$ cat config.mk
export PLATFORM = sky130hd
export DESIGN_NAME = pmic_ctrl
export DESIGN_NICKNAME = d
export VERILOG_FILES = /design/src/core/pmic_pkg.sv /design/src/core/pmic_ctrl.sv
export SDC_FILE = /design/constraint.sdc
export NUM_CORES = 1
export LEC_CHECK = 0
export BUFFER_PORTS_ARGS = -buffer_cell sky130_fd_sc_hd__buf_2
export CORE_MARGIN = 2
export CORE_UTILIZATION = 54
export DETAILED_ROUTE_END_ITERATION = 10
export PLACE_DENSITY = 0.84
export SLEW_MARGIN = 15
export SYNTH_ARGS = -nofsm -noshare
export SYNTH_HDL_FRONTEND = slang
export SYNTH_SLANG_ARGS = --single-unit
$ cat constraint.sdc
create_clock -name sys_clk -period 2 [get_ports sys_clk]
set_input_delay 0.1 -clock sys_clk [delete_from_list [all_inputs] [get_ports sys_clk]]
set_output_delay 0.1 -clock sys_clk [all_outputs]
set_load 0.02 [all_outputs]
$ cat src/core/pmic_pkg.sv
// package for the power mode and interrupt controller: register offsets,
// flag bit positions, reset values, timing constants, modes and carriers.
// assumes a 250 MHz die clock and a simple internal register port.
package pmic_pkg;

    // register offsets on the internal register port
    localparam logic [7:0] FLAG_REG_OFFSET = 8'h0A; // interrupt flag register
    localparam logic [7:0] IMR_OFFSET  = 8'h09; // interrupt mask register
    localparam logic [7:0] SCR_OFFSET  = 8'h0C; // system control register
    localparam logic [7:0] RSR_OFFSET  = 8'h0D; // reset status (wake bits only here)

    // interrupt flag and enable bit positions
    localparam int FLAG_WAKE_IN = 7;
    localparam int FLAG_HALL    = 6;
    localparam int FLAG_BUSWAKE = 5;
    localparam int FLAG_OVERTMP = 3;
    localparam int FLAG_UNDERV  = 2;
    localparam int FLAG_OVERV   = 1;
    localparam int FLAG_PSFAIL  = 0;
    localparam logic [7:0] FLAG_IMPL_MASK = 8'hEF; // bit 4 reads zero

    // system control bit positions
    localparam int SCR_STAGE_ON = 0;
    localparam int SCR_STOP  = 1;
    localparam int SCR_SLEEP = 2;
    localparam int SCR_WDEN  = 3;

    // reset status wake bit positions
    localparam int RSR_BUSWAKE = 0;
    localparam int RSR_WAKEIN  = 1;

    localparam logic [7:0] REG_RESET = 8'h00;

    // timing, figures as printed
    localparam int CLK_MHZ             = 250;
    localparam int STARTUP_TIMEOUT_MS  = 80;
    localparam int STARTUP_TIMEOUT_CYC = STARTUP_TIMEOUT_MS * 1000 * CLK_MHZ;
    localparam int BUS_FILTER_NS       = 30000;
    localparam int BUS_FILTER_CYC      = (BUS_FILTER_NS * CLK_MHZ + 999) / 1000;
    localparam int IRQ_PULSE_NS        = 1000;
    localparam int IRQ_PULSE_CYC       = (IRQ_PULSE_NS * CLK_MHZ) / 1000;

    typedef enum logic [2:0] {
        PMIC_RESET  = 3'b000,
        PMIC_NORMRQ = 3'b001,
        PMIC_NORMAL = 3'b010,
        PMIC_STOP   = 3'b011,
        PMIC_SLEEP  = 3'b100
    } pmic_mode_type;

    // analog event inputs from the die
    typedef struct packed {
        logic undervoltage;
        logic overvoltage;
        logic overtemp;
        logic power_stage_fault;
        logic hall_state_flag;
        logic wake_input_state_flag;
        logic bus_dominant;
    } pmic_events_type;

    // register port request
    typedef struct packed {
        logic       wr;
        logic       rd;
        logic [7:0] addr;
        logic [7:0] wdata;
    } pmic_reg_req_type;

endpackage

$ cat src/core/pmic_ctrl.sv
// power mode sequencer and interrupt flag logic of the analog companion die.
// assumes the microcontroller drives the register port synchronously to
// sys_clk and that the analog comparator outputs arrive already synchronous.
// Function
// - stop entered only with stop bit set and microcontroller halted
// - stop wake from bus or wake input only when enable permits
// - stop wake signalled by interrupt line, not by reset
// - stop wake cause readable in wake input and bus wake flags
// - sleep entered when software sets the sleep bit
// - sleep switches regulator off and holds reset pin low
// - sleep wake unmaskable, acts as power on reset, records cause
// - normal request releases reset, stages off, timeout until power stage on
// - normal mode enables stages and bus, watchdog only when enabled
// - stop and sleep disable stages, watchdog, keep bus recessive with wake
// - each enabled event pulses interrupt line, seven sources maskable
// - all interrupt enables clear after reset
// - undervoltage sets flag, interrupts if enabled, off in stop and sleep
// - overvoltage sets flag, interrupts if enabled, off in stop and sleep
// - overtemperature sets flag, interrupts if enabled, off in stop and sleep
// - in stop, bus rising edge after long dominant sets bus wake flag when its enable is set
// - power stage fault sets flag, interrupts if enabled, off in low power
// - hall state edge sets hall flag in run mode when configured
// - wake input state edge sets wake input flag in run mode
// - flag register eight bits, zero at reset, bit four constant zero
// - writing one clears a flag, zero leaves it, reset clears
// - overtemperature clear ignored while condition persists
// - power stage on bit must be set within timeout else sleep
// - undervoltage and overvoltage clears ignored while condition persists
module pmic_ctrl #(
    parameter int STARTUP_CYC = pmic_pkg::STARTUP_TIMEOUT_CYC
) (
    input  wire logic                      sys_clk,
    input  wire logic                      rstn,
    input  wire pmic_pkg::pmic_reg_req_type reg_req,
    output logic [7:0]                     reg_rdata,
    input  wire pmic_pkg::pmic_events_type events,
    input  wire logic                      mcu_halted,
    input  wire logic                      hall_irq_capable,
    output logic                           irq_out,
    output logic                           irq_oe,
    output logic                           reset_out,
    output logic                           reset_oe,
    output logic                           regulator_on,
    output logic                           regulator_low_current,
    output logic                           power_stage_enable,
    output logic                           bus_enable,
    output logic                           bus_wake_detect,
    output logic                           watchdog_run,
    output pmic_pkg::pmic_mode_type        mode
);

    pmic_pkg::pmic_mode_type mode_reg;
    pmic_pkg::pmic_mode_type mode_next;
    logic [7:0]  flag_reg;
    logic [7:0]  mask_reg;
    logic [3:0]  ctrl_reg;
    logic [1:0]  wake_cause_reg;
    logic [31:0] timeout_reg;
    logic [15:0] dominant_reg;
    logic        bus_dom_long_reg;
    logic        bus_dom_prev_reg;
    logic        hall_prev_reg;
    logic        wake_prev_reg;
    logic [15:0] pulse_reg;
    logic [7:0]  active_prev_reg;
    logic [7:0]  set_vec;
    logic [7:0]  clr_vec;
    logic [7:0]  hold_vec;
    logic [7:0]  active_vec;
    logic        run_mode;
    logic        flag_wr;
    logic        stop_wake;
    logic        sleep_wake;
    logic        wake_edge;
    logic        bus_edge;

    // register write decode, shared by several processes
    function automatic logic reg_write(input pmic_pkg::pmic_reg_req_type r,
                                       input logic [7:0] off);
        reg_write = r.wr && (r.addr == off);
    endfunction

    assign run_mode  = (mode_reg == pmic_pkg::PMIC_NORMAL) ||
                       (mode_reg == pmic_pkg::PMIC_NORMRQ);
    assign flag_wr   = reg_write(reg_req, pmic_pkg::FLAG_REG_OFFSET);
    assign wake_edge = events.wake_input_state_flag ^ wake_prev_reg;
    // bus wake: release after a dominant longer than the filter time
    assign bus_edge  = !events.bus_dominant && bus_dom_prev_reg && bus_dom_long_reg;

    // gated wakes in stop, unmaskable ones in sleep
    assign stop_wake = (mode_reg == pmic_pkg::PMIC_STOP) &&
        ((bus_edge && mask_reg[pmic_pkg::FLAG_BUSWAKE]) ||
         (wake_edge && mask_reg[pmic_pkg::FLAG_WAKE_IN]));
    assign sleep_wake = (mode_reg == pmic_pkg::PMIC_SLEEP) &&
        (bus_edge || wake_edge);

    // flag set sources; comparators only count outside stop and sleep
    always_comb begin
        set_vec = 8'h00;
        set_vec[pmic_pkg::FLAG_UNDERV]  = run_mode && events.undervoltage;
        set_vec[pmic_pkg::FLAG_OVERV]   = run_mode && events.overvoltage;
        set_vec[pmic_pkg::FLAG_OVERTMP] = run_mode && events.overtemp;
        set_vec[pmic_pkg::FLAG_PSFAIL]  = run_mode && events.power_stage_fault;
        set_vec[pmic_pkg::FLAG_HALL]    = run_mode && hall_irq_capable &&
                                          (events.hall_state_flag ^ hall_prev_reg);
        set_vec[pmic_pkg::FLAG_WAKE_IN] = (run_mode && wake_edge) ||
            (stop_wake && wake_edge);
        set_vec[pmic_pkg::FLAG_BUSWAKE] = (mode_reg == pmic_pkg::PMIC_STOP) &&
            mask_reg[pmic_pkg::FLAG_BUSWAKE] && bus_edge;
    end

    // conditions that block write-one clearing while still present
    always_comb begin
        hold_vec = 8'h00;
        hold_vec[pmic_pkg::FLAG_OVERTMP] = events.overtemp;
        hold_vec[pmic_pkg::FLAG_UNDERV]  = events.undervoltage;
        hold_vec[pmic_pkg::FLAG_OVERV]   = events.overvoltage;
    end

    assign clr_vec = flag_wr ? (reg_req.wdata & ~hold_vec) : 8'h00;

    // flag register; set wins over a simultaneous clear
    always_ff @(posedge sys_clk or negedge rstn) begin
        if (!rstn) begin
            flag_reg <= pmic_pkg::REG_RESET;
        end else if (mode_reg == pmic_pkg::PMIC_RESET) begin
            flag_reg <= pmic_pkg::REG_RESET;
        end else begin
            flag_reg <= ((flag_reg & ~clr_vec) | set_vec) & pmic_pkg::FLAG_IMPL_MASK;
        end
    end

    // mask register, cleared by every reset
    always_ff @(posedge sys_clk or negedge rstn) begin
        if (!rstn) begin
            mask_reg <= pmic_pkg::REG_RESET;
        end else if (mode_reg == pmic_pkg::PMIC_RESET) begin
            mask_reg <= pmic_pkg::REG_RESET;
        end else if (reg_write(reg_req, pmic_pkg::IMR_OFFSET)) begin
            mask_reg <= reg_req.wdata & pmic_pkg::FLAG_IMPL_MASK;
        end
    end

    // system control; stop and stage bits clear on the way into stop, so
    // only a fresh write of the stage bit brings the die back to normal
    always_ff @(posedge sys_clk or negedge rstn) begin
        if (!rstn) begin
            ctrl_reg <= 4'h0;
        end else if (mode_reg == pmic_pkg::PMIC_RESET) begin
            ctrl_reg <= 4'h0;
        end else if (reg_write(reg_req, pmic_pkg::SCR_OFFSET)) begin
            ctrl_reg <= reg_req.wdata[3:0];
        end else if (mode_next == pmic_pkg::PMIC_STOP) begin
            ctrl_reg[pmic_pkg::SCR_STOP]     <= 1'b0;
            ctrl_reg[pmic_pkg::SCR_STAGE_ON] <= 1'b0;
        end
    end

    // sleep wake causes survive the wake reset, write one clears
    always_ff @(posedge sys_clk or negedge rstn) begin
        if (!rstn) begin
            wake_cause_reg <= 2'h0;
        end else begin
            wake_cause_reg[pmic_pkg::RSR_BUSWAKE] <= (sleep_wake && bus_edge) ||
                (wake_cause_reg[pmic_pkg::RSR_BUSWAKE] &&
                 !(reg_write(reg_req, pmic_pkg::RSR_OFFSET) &&
                   reg_req.wdata[pmic_pkg::RSR_BUSWAKE]));
            wake_cause_reg[pmic_pkg::RSR_WAKEIN] <= (sleep_wake && wake_edge) ||
                (wake_cause_reg[pmic_pkg::RSR_WAKEIN] &&
                 !(reg_write(reg_req, pmic_pkg::RSR_OFFSET) &&
                   reg_req.wdata[pmic_pkg::RSR_WAKEIN]));
        end
    end

    // mode sequencer
    always_comb begin
        mode_next = mode_reg;
        case (mode_reg)
            pmic_pkg::PMIC_RESET: begin
                mode_next = pmic_pkg::PMIC_NORMRQ;
            end
            pmic_pkg::PMIC_NORMRQ: begin
                if (ctrl_reg[pmic_pkg::SCR_STAGE_ON]) begin
                    mode_next = pmic_pkg::PMIC_NORMAL;
                end else if (timeout_reg >= 32'(STARTUP_CYC - 1)) begin
                    mode_next = pmic_pkg::PMIC_SLEEP;
                end
            end
            pmic_pkg::PMIC_NORMAL: begin
                if (ctrl_reg[pmic_pkg::SCR_SLEEP]) begin
                    mode_next = pmic_pkg::PMIC_SLEEP;
                end else if (ctrl_reg[pmic_pkg::SCR_STOP] && mcu_halted) begin
                    mode_next = pmic_pkg::PMIC_STOP;
                end
            end
            pmic_pkg::PMIC_STOP: begin
                if (ctrl_reg[pmic_pkg::SCR_SLEEP]) begin
                    mode_next = pmic_pkg::PMIC_SLEEP;
                end else if (ctrl_reg[pmic_pkg::SCR_STAGE_ON]) begin
                    mode_next = pmic_pkg::PMIC_NORMAL;
                end
            end
            pmic_pkg::PMIC_SLEEP: begin
                if (sleep_wake) begin
                    mode_next = pmic_pkg::PMIC_RESET;
                end
            end
            default: begin
                mode_next = pmic_pkg::PMIC_RESET;
            end
        endcase
    end

    always_ff @(posedge sys_clk or negedge rstn) begin
        if (!rstn) begin
            mode_reg <= pmic_pkg::PMIC_RESET;
        end else begin
            mode_reg <= mode_next;
        end
    end

    // startup confirmation timer, only counts in normal request
    always_ff @(posedge sys_clk or negedge rstn) begin
        if (!rstn) begin
            timeout_reg <= 32'h0;
        end else if (mode_reg == pmic_pkg::PMIC_NORMRQ) begin
            timeout_reg <= timeout_reg + 32'h1;
        end else begin
            timeout_reg <= 32'h0;
        end
    end

    // bus dominant filter; measures dominant length for the wake edge
    always_ff @(posedge sys_clk or negedge rstn) begin
        if (!rstn) begin
            dominant_reg     <= 16'h0;
            bus_dom_long_reg <= 1'b0;
            bus_dom_prev_reg <= 1'b0;
        end else begin
            bus_dom_prev_reg <= events.bus_dominant;
            if (!events.bus_dominant) begin
                dominant_reg     <= 16'h0;
                bus_dom_long_reg <= 1'b0;
            end else if (dominant_reg >= 16'(pmic_pkg::BUS_FILTER_CYC)) begin
                bus_dom_long_reg <= 1'b1;
            end else begin
                dominant_reg <= dominant_reg + 16'h1;
            end
        end
    end

    // previous state of hall and wake input, for edge detection
    always_ff @(posedge sys_clk or negedge rstn) begin
        if (!rstn) begin
            hall_prev_reg <= 1'b0;
            wake_prev_reg <= 1'b0;
        end else begin
            hall_prev_reg <= events.hall_state_flag;
            wake_prev_reg <= events.wake_input_state_flag;
        end
    end

    // interrupt pulse: restarts on any newly active enabled flag
    assign active_vec = flag_reg & mask_reg;
    always_ff @(posedge sys_clk or negedge rstn) begin
        if (!rstn) begin
            active_prev_reg <= 8'h00;
            pulse_reg       <= 16'h0;
        end else begin
            active_prev_reg <= active_vec;
            if ((active_vec & ~active_prev_reg) != 8'h00) begin
                pulse_reg <= 16'(pmic_pkg::IRQ_PULSE_CYC);
            end else if (pulse_reg != 16'h0) begin
                pulse_reg <= pulse_reg - 16'h1;
            end
        end
    end

    // pin and enable outputs, all registered
    always_ff @(posedge sys_clk or negedge rstn) begin
        if (!rstn) begin
            irq_out               <= 1'b0;
            irq_oe                <= 1'b0;
            reset_out             <= 1'b0;
            reset_oe              <= 1'b1;
            regulator_on          <= 1'b1;
            regulator_low_current <= 1'b0;
            power_stage_enable    <= 1'b0;
            bus_enable            <= 1'b0;
            bus_wake_detect       <= 1'b0;
            watchdog_run          <= 1'b0;
            mode                  <= pmic_pkg::PMIC_RESET;
        end else begin
            irq_out   <= 1'b0;
            irq_oe    <= (pulse_reg != 16'h0);
            reset_out <= 1'b0;
            reset_oe  <= (mode_next == pmic_pkg::PMIC_RESET) ||
                         (mode_next == pmic_pkg::PMIC_SLEEP);
            regulator_on          <= (mode_next != pmic_pkg::PMIC_SLEEP);
            regulator_low_current <= (mode_next == pmic_pkg::PMIC_STOP);
            power_stage_enable    <= (mode_next == pmic_pkg::PMIC_NORMAL);
            bus_enable            <= (mode_next == pmic_pkg::PMIC_NORMAL);
            bus_wake_detect       <= (mode_next == pmic_pkg::PMIC_STOP) ||
                                     (mode_next == pmic_pkg::PMIC_SLEEP);
            watchdog_run          <= (mode_next == pmic_pkg::PMIC_NORMAL) &&
                                     ctrl_reg[pmic_pkg::SCR_WDEN];
            mode                  <= mode_next;
        end
    end

    // register read mux, registered; unmapped reads zero
    always_ff @(posedge sys_clk or negedge rstn) begin
        if (!rstn) begin
            reg_rdata <= 8'h00;
        end else if (reg_req.rd) begin
            case (reg_req.addr)
                pmic_pkg::FLAG_REG_OFFSET: reg_rdata <= flag_reg;
                pmic_pkg::IMR_OFFSET:      reg_rdata <= mask_reg;
                pmic_pkg::SCR_OFFSET:      reg_rdata <= {4'h0, ctrl_reg};
                pmic_pkg::RSR_OFFSET:      reg_rdata <= {6'h0, wake_cause_reg};
                default:                   reg_rdata <= 8'h00;
            endcase
        end
    end
endmodule

# Word-level counts from Yosys, hierarchy flattened
# Index checks and enable logic that the tools add are counted.
# totals
inputBits,29
regBits,116
output_inout_bits,21
# op_classes
n_bitwise,10
n_mux,24
addsub,3
magnitude_cmp,2
eq_ne,14
reduce_logical,47
# op_table
cell,count
two-way mux 16 bit,4
adder 32 x 1 -> 32 bit (second input constant),1
AND 8 bit,4
== test 8 x 4 -> 1 bit (second input constant),4
>= comparator 32 x 25 -> 1 bit (second input constant),1
two-way mux 32 bit,1
two-way mux 8 bit,4
one-hot mux 8 bit (4 select lines),1
logical AND 1 bit,28
two-way mux 3 bit,7
adder 16 x 1 -> 16 bit (second input constant),1
>= comparator 16 x 13 -> 1 bit (second input constant),1
inverter 8 bit,2
nonzero test 16 bit,1
subtractor 16 x 1 -> 16 bit (second input constant),1
one-hot mux 3 bit (5 select lines),1
== test 3 x 2 -> 1 bit (second input constant),4
logical OR 1 bit,8
inverter 4 -> 8 bit,1
bitwise OR 8 bit,1
nonzero test 8 bit,1
== test 3 bit (second input constant),2
logical NOT 3 bit,2
two-way mux 2 bit,3
other kinds (10),16

# Depth between registers and ports, before layout
# Gate-level depths: netlist of the first run.
# depth
word_depth,11
mapped_depth,8
depth_no_buf,8

# Worst setup path after synthesis of the first run
# No wires, ideal clock.
# synth_timing
kind,register to register
start,register pulse_reg[0]
end,register pulse_reg[13]
required_ps,1868
path_stages_with_launch,8
t_arrival_ps,1882
n_path_buf,0
setup_time_ps,132
slack_ps,-14
path_cell_list,dfrtp_1 > inv_1 > ha_1 > or3b_2 > o41ai_1 > nor3_1 > xnor2_1 > nor2_1
# synth_between
elab_chain_cells,3
word_cells_on_any_way,5
classes_between,add/sub: 1; mux: 2; reduce/logical: 2
# synth_lines
element,line,source
from (decl),pmic_ctrl.sv:64,logic [15:0] pulse_reg;
from (signal assigned),pmic_ctrl.sv:272,pulse_reg <= 16'(pmic_pkg::IRQ_PULSE_CYC);
from (signal assigned),pmic_ctrl.sv:274,pulse_reg <= pulse_reg - 16'h1;
subtractor 16 x 1 -> 16 bit,pmic_ctrl.sv:274,
two-way mux 16 bit,pmic_ctrl.sv:273,end else if (pulse_reg != 16'h0) begin
two-way mux 16 bit,pmic_ctrl.sv:271,if ((active_vec & ~active_prev_reg) != 8'h00) begin
# Several ways; a longest one is shown, not always the timed one. The select of a mux whose other input is x is not followed.
# A chain may end at the register's enable or synchronous reset.

# Final worst setup path of the first run
# layout_timing
start,register pulse_reg[13]
end,register pulse_reg[5]
# layout_between
elab_chain_cells,2
# layout_lines
element,line
nonzero test 16 bit,pmic_ctrl.sv:273
nonzero test 2 bit (no source line),-
# Every way passes these cells.

==> results.yml, run 1 <==
yosys:
  muxShareOfSynthArea_pct: 0.952
  synth_area_um2: 5520
  async_flop_share_pct: 100
  synth_top_family_by_area: "simple AND/OR/NAND/NOR gates"
  yosysUniqueCellTypes: 59
  synth-seq-cells: 112
  synth_edf_count: 0
  synthAdderAreaFrac_pct: 0.906
  synth_area_leaders: "dfrtp_1 (50%), nand2_1 (3.7%), xor2_1 (3.6%)"
  synth_compound_area_share_pct: 12.4
  yosys_most_used_dff: "dfrtp_1"
  yosys.area_share.simple_pct: 25.0
  synthCells: 580
  avgSynthCellArea_um2: 9.52
  yosysTopAreaCell: "dfrtp_1"
  yosysSeqAreaShare_pct: 50.8
  synth_warnings: 0
  synthXorXnorAreaFrac_pct: 5.87
  yosysTopAreaCellShare_pct: 49.8
outcome:
  violations: "setup timing"
  outcome: "complete, but fails checks"
layout:
  antennaDiodeCount: 0
  seqCellArea_um2: 2810
  largest_reg_flops: 32
  syn_to_final_growth_pct: 16.3
  fill_cells: 734
  final_common_cell: "dfrtp_1"
  nets: 685
  drive_gt1_share_pct: 17.5
  multi_input_comb_area_um2: 2580
  final_cell_mix: "dfrtp_1 (110), nand2_1 (55), nor2_1 (53), buf_2 (44), a21oi_1 (40)"
critical_path:
  crit_family: "simple AND/OR/NAND/NOR gates"
  worst-path-max-fanout: 6
  cp.buffers_inverters: 0
  r2r_cells: 5
  crit_cells: 5
  crit_type: "reg -> reg"
  path_cells: "or4_4 > or3_4 > nor2_8 > nor4_1 > or3_1"
  cp.required_ps: 2270
  cp.arrival_ps: 2270
  cpPeakStageDelay_ps: 540
  cp_slowest_cell: "or4_4"
  start_kind: "flop"
  endpoint_kind: "flop"
drt:
  antenna_left: 0
  viasPerCell: 5.77
  wl_per_cell_um: 15.3
  dr.pass1.iters: 5
  drt_iter0_drc: 227
  vias: 4557
  remaining_drc_errors: 0
  wl_mm: 12.1
sta:
  period_share_pct: 100
  slew_viol_final: 0
  max_slew_margin_pct: 52.0
  setup_ws_ps: -1.98
  max_freq_ghz: 0.500
  rsz0062_at_grt: "yes"
  final_hold_viol_count: 0
  fin_skew_ps: 13.0
  setup_viol: 1
  period_minus_slack_ps: 2000
  tightest_slew_ps: 702
  hold_slack_ps: 5.83
floorplan:
  rows: 36
  die_y_um: 105
  core_um2: 9860
  die_area_um2: 11100
  pin_count: 50
  die_w_um: 105
  initial_core_util_pct: 56.0
placement:
  io_buffers: 45
  hpwl_mm: 8.57
  routabilityCongestion: 0.854
hold_path:
  min_path_cells: 3
  hold_path.class: "in -> reg"
clock_tree:
  h-tree-depth: 3
  clock_latency_ps: 380
  cts.clk_slew.worst_paths_ps: 100
  clock_sinks: 112
  cts_buffer_depth: 2
  cts_made_buffers: 9
  cts_root_buffer: "clkbuf_8"
  cts_tree: "done"
grt:
  grt_usage_pct: 23.0
  grt_pass1_wl_mm: 20.6
  overflow: 0
  antenna_found_initial: 0
  grt_pass1_vias: 4497
  grt_max_degree: 47
power:
  total_power_uw: 6010
  peakVddDrop_v: 0.000663
  power.leakage_uw: 0.00293
  p_per_area_nw_per_um2: 936
run:
  cap_violations: 0
power breakdown:
part           switching, uW  leakage (uW)  internal (uW)
Combinational           1020       0.00135            761
Clock                    744     0.0000937            581
Sequential               327       0.00149           2570
Total                   2090       0.00293           3920
cells in the mapped netlist (3+ instances only):
cell and count:
ha_1 4, nand3_1 28, or3_1 14, dfrtp_1 110, a22oi_1 12, o21ai_0 20, nor2b_1 6, o211ai_1 3
nand2b_1 11, buf_4 4, o41ai_1 3, xor2_1 23, a32oi_1 3, o22ai_1 9, and4_1 7, a211oi_1 4
nand3b_1 7, xnor2_1 14, or4_1 3, nor4_1 10, and3_1 6, nand4_1 14, clkbuf_1 20, nor2_1 53
nor3_1 13, nand2_1 55, a21oi_1 40, and2_1 17, mux2i_1 3, inv_1 27
what timing repair did:
action / 4_1_cts / 5_1_grt
gates resized for setup: 2 / 14
endpoints found under the setup margin: 4 / 23
hold buffers: 12 / 0
hold endpoints to repair: 53 / 0
pin swaps: 1 / 4
setup buffers: 0 / 3
cell families (layout without fill, tap and decap cells):
logic type	after synthesis	after routing
DFF	112	112
and+or+nand+nor	257	257
muxes	5	5
xor gates and xnor gates	37	37
adders and majority gates	4	4
buffers and inverters	54	129
AOI/OAI and AO/OA	110	110
other	1	3
final timing paths:
path	from	endpoint	slack [ps]
setup / recovery	pulse_reg[13]$_DFFE_PN0P_	pulse_reg[5]$_DFFE_PN0P_	-2
hold / removal	events[6]	flag_reg[2]$_DFF_PN0_	6
setup reg to reg	pulse_reg[13]$_DFFE_PN0P_	pulse_reg[5]$_DFFE_PN0P_	-2
hold reg to reg	timeout_reg[0]$_DFF_PN0_	timeout_reg[0]$_DFF_PN0_	500
max in group asynchronous	rstn	reg_rdata[3]$_DFFE_PN0P_	1010
min in group asynchronous	rstn	pulse_reg[7]$_DFFE_PN0P_	240
metrics by stage:
stage / utilization [%] / instances / worst slack (ps) / area (um2) / setup TNS [ps]
after floorplan: - / 582 / 48.1 / 5540 / 0
after global placement: 61.1 / 759 / 37.6 / 6020 / 0
after detailed placement: 61.1 / 759 / -54.7 / 6020 / -99.2
after CTS: 64.4 / 787 / -1.02 / 6350 / -1.02
after global routing: 65.1 / 790 / -50.6 / 6420 / -56.6
final: 65.1 / 790 / -1.98 / 6420 / -1.98
worst register-to-register path: stages, from the launching register on:
cell and delay (ps):
dfrtp_1 410, or4_4 540, or3_4 390, nor2_8 140
nor4_1 60, or3_1 350
final cells by class:
class | instances | share of cell area, %
flip-flops and latches | 112 | 43.7
repair buffers | 86 | 9.00
inverters | 27 | 1.58
clock buffers | 11 | 2.05
multi-input cells | 416 | 40.2
well taps | 133 | 2.59
clock inverters | 5 | 0.877
metal layers:
metal / up-vias / GRT usage (%) / part of all wire [%]
li1: 2180 / - / -
met1: 2235 / 29.4 / 42
met2: 117 / 37.3 / 50
met3: 25 / 5.55 / 5.3
met4: 0 / 9.71 / 2.1
met5: - / 0 / 0
Note: power is estimated with default switching activity, not from simulation.
==> run 2, diff against run 1 <==
--- a/config.mk
+++ b/config.mk
@@ -5,7 +5,7 @@
 export SDC_FILE = /design/constraint.sdc
 export NUM_CORES = 1
 export LEC_CHECK = 0
-export BUFFER_PORTS_ARGS = -buffer_cell sky130_fd_sc_hd__buf_2
+export BUFFER_PORTS_ARGS = -buffer_cell sky130_fd_sc_hd__buf_4
 export CORE_MARGIN = 2
 export CORE_UTILIZATION = 54
 export DETAILED_ROUTE_END_ITERATION = 10
==> constraint.sdc (replaced) <==
create_clock -name sys_clk -period 2 [get_ports sys_clk]
set_input_delay 0.2 -clock sys_clk [delete_from_list [all_inputs] [get_ports sys_clk]]
set_output_delay 0.2 -clock sys_clk [all_outputs]
set_load 0.02 [all_outputs]
==> run 2 against run 1 <==
The flow now finishes without violations; setup slack improved by 4.0 ps; sequential power about the same; highest routed layer unchanged; largest cell class unchanged; first-iteration DRC count increased by 11%; flip-flop and latch count unchanged; power increased by 2.0%; hold slack improved by 53 ps; routed wire length increased by 0.77%.
==> results.yml, run 2 (synthesis gave the netlist of run 1 again) <==
critical_path:
  cpPeakStageDelay_ps: 520
  start_kind: "flop"
  crit_type: "reg -> reg"
  worst-path-max-fanout: 6
  r2r_cells: 5
  timing.rr.start: "pulse_reg[12]$_DFFE_PN0P_"
  crit_family: "simple AND/OR/NAND/NOR gates"
  cp_slowest_cell: "or4_4"
  r2r_end: "pulse_reg[5]$_DFFE_PN0P_"
  cp.arrival_ps: 2260
  cp.required_ps: 2260
  path_cells: "or4_4 > or3_4 > nor2_8 > nor4_1 > or3_1"
  cp.buffers_inverters: 0
  endpoint_kind: "flop"
  r2r_slack_ps: 2
grt:
  grt_pass1_vias: 4310
  overflow: 0
  grt_pass1_wl_mm: 20.4
  grt_usage_pct: 22.5
  antenna_found_initial: 0
  grt_max_degree: 53
placement:
  io_buffers: 45
  routabilityCongestion: 0.831
  hpwl_mm: 8.63
  dp.cells: 758
  dpl_cell_area_um2: 6140
outcome:
  outcome: "completed"
hold_path:
  min_path_cells: 1
  hold_start: "events[0]"
  hold_end: "bus_dom_prev_reg$_DFF_PN0_"
  hold_path.class: "in -> reg"
sta:
  tightest_slew_ps: 681
  slew_viol_final: 0
  max_freq_ghz: 0.501
  max_slew_margin_pct: 54.5
  period_minus_slack_ps: 2000
  period_share_pct: 99.9
  rsz0062_at_grt: "yes"
  fin_skew_ps: 11.3
  tns_ps: 0
  setup_viol: 0
  final_hold_viol_count: 0
floorplan:
  die_area_um2: 11100
  die_y_um: 105
  die_w_um: 105
  initial_core_util_pct: 56.0
  pin_count: 50
  core_um2: 9860
  rows: 36
clock_tree:
  clock_latency_ps: 370
  cts_root_buffer: "clkbuf_8"
  cts.clk_slew.worst_paths_ps: 110
  cts_buffer_depth: 2
  h-tree-depth: 3
  cts_tree: "done"
  cts_made_buffers: 9
  clock_sinks: 112
drt:
  remaining_drc_errors: 0
  vias: 4495
  viasPerCell: 5.73
  antenna_left: 0
  dr.pass1.iters: 4
  drt_iter0_drc: 253
  wl_per_cell_um: 15.5
  wl_mm: 12.2
layout:
  multi_input_comb_area_um2: 2580
  final_cell_mix: "dfrtp_1 (110), buf_4 (75), nand2_1 (55), nor2_1 (53), a21oi_1 (40)"
  syn_to_final_growth_pct: 17.7
  largest_reg_flops: 32
  layoutNonFillerInstCount: 784
  final_area_um2: 6500
  drive_gt1_share_pct: 17.8
  final_common_cell: "dfrtp_1"
  post-route-util_pct: 65.9
  antennaDiodeCount: 0
  seqCellArea_um2: 2810
  nets: 679
  fill_cells: 741
power:
  p_per_area_nw_per_um2: 943
  total_power_uw: 6130
  peakVddDrop_v: 0.000531
  power.leakage_uw: 0.00296
run:
  cap_violations: 0
-- run 2: changes by cell type in the layout (fill, tap and decap cells not counted), moves of 2 or more --
cell and change:
buf_2 -44, buf_4 +46, clkbuf_1 -2, clkbuf_8 +2, clkinv_2 -2, clkinv_4 +2, dlygate4sd3_1 -9, nor3_1 +2
nor3_2 -2
-- run 2: worst max path at each step --
| stage | startpoint | slack (ps) | end | cells after the start |
|---|---|---|---|---|
| floorplan | pulse_reg[13]$_DFFE_PN0P_ | 50 | pulse_reg[5]$_DFFE_PN0P_ | 5 |
| detailed placement | pulse_reg[0]$_DFFE_PN0P_ | -40 | pulse_reg[13]$_DFFE_PN0P_ | 7 |
| global placement | pulse_reg[0]$_DFFE_PN0P_ | 40 | pulse_reg[13]$_DFFE_PN0P_ | 7 |
| CTS | pulse_reg[13]$_DFFE_PN0P_ | 9 | pulse_reg[5]$_DFFE_PN0P_ | 5 |
| global route | timeout_reg[30]$_DFF_PN0_ | -80 | mode[2]$_DFF_PN0_ | 5 |
| finish | pulse_reg[12]$_DFFE_PN0P_ | 2 | pulse_reg[5]$_DFFE_PN0P_ | 5 |
-- run 2: layer usage --
metal / vias to the layer above / share of wire, % / track usage, %
met2: 95 / 50 / 37.5
met4: 0 / 0.82 / 6.57
li1: 2168 / - / -
met3: 8 / 4.5 / 4.24
met5: - / 0 / 0
met1: 2224 / 44 / 30.1
-- run 2: stage by stage --
stage,worst slack [ps],hold slack [ps]
6_report,2.07,58.7
5_1_grt,-77.2,53.6
4_1_cts,8.58,45.8
3_5_place_dp,-37.6,274
3_3_place_gp,40.0,269
2_1_floorplan,48.1,-95.6
-- run 2: timing repair --
action	4_1_cts	5_1_grt
gates cloned	0	0
gates resized for setup	3	10
pin swaps	1	4
hold buffers	3	0
setup endpoints to repair	6	18
hold endpoints to repair	49	0
setup buffers	0	7
-- run 2: layout make-up --
class	instances	area share [%]
flip-flops and latches	112	43.1
multi-input cells	416	39.7
repair buffers	80	9.74
well taps	133	2.56
clock buffers	11	2.33
inverters	27	1.56
clock inverters	5	0.982
-- run 2: where the power goes --
| part | switching [uW] | internal, uW | leakage (uW) |
|---|---|---|---|
| clock network | 767 | 657 | 0.000106 |
| registers | 351 | 2570 | 0.00149 |
| logic | 1000 | 777 | 0.00137 |
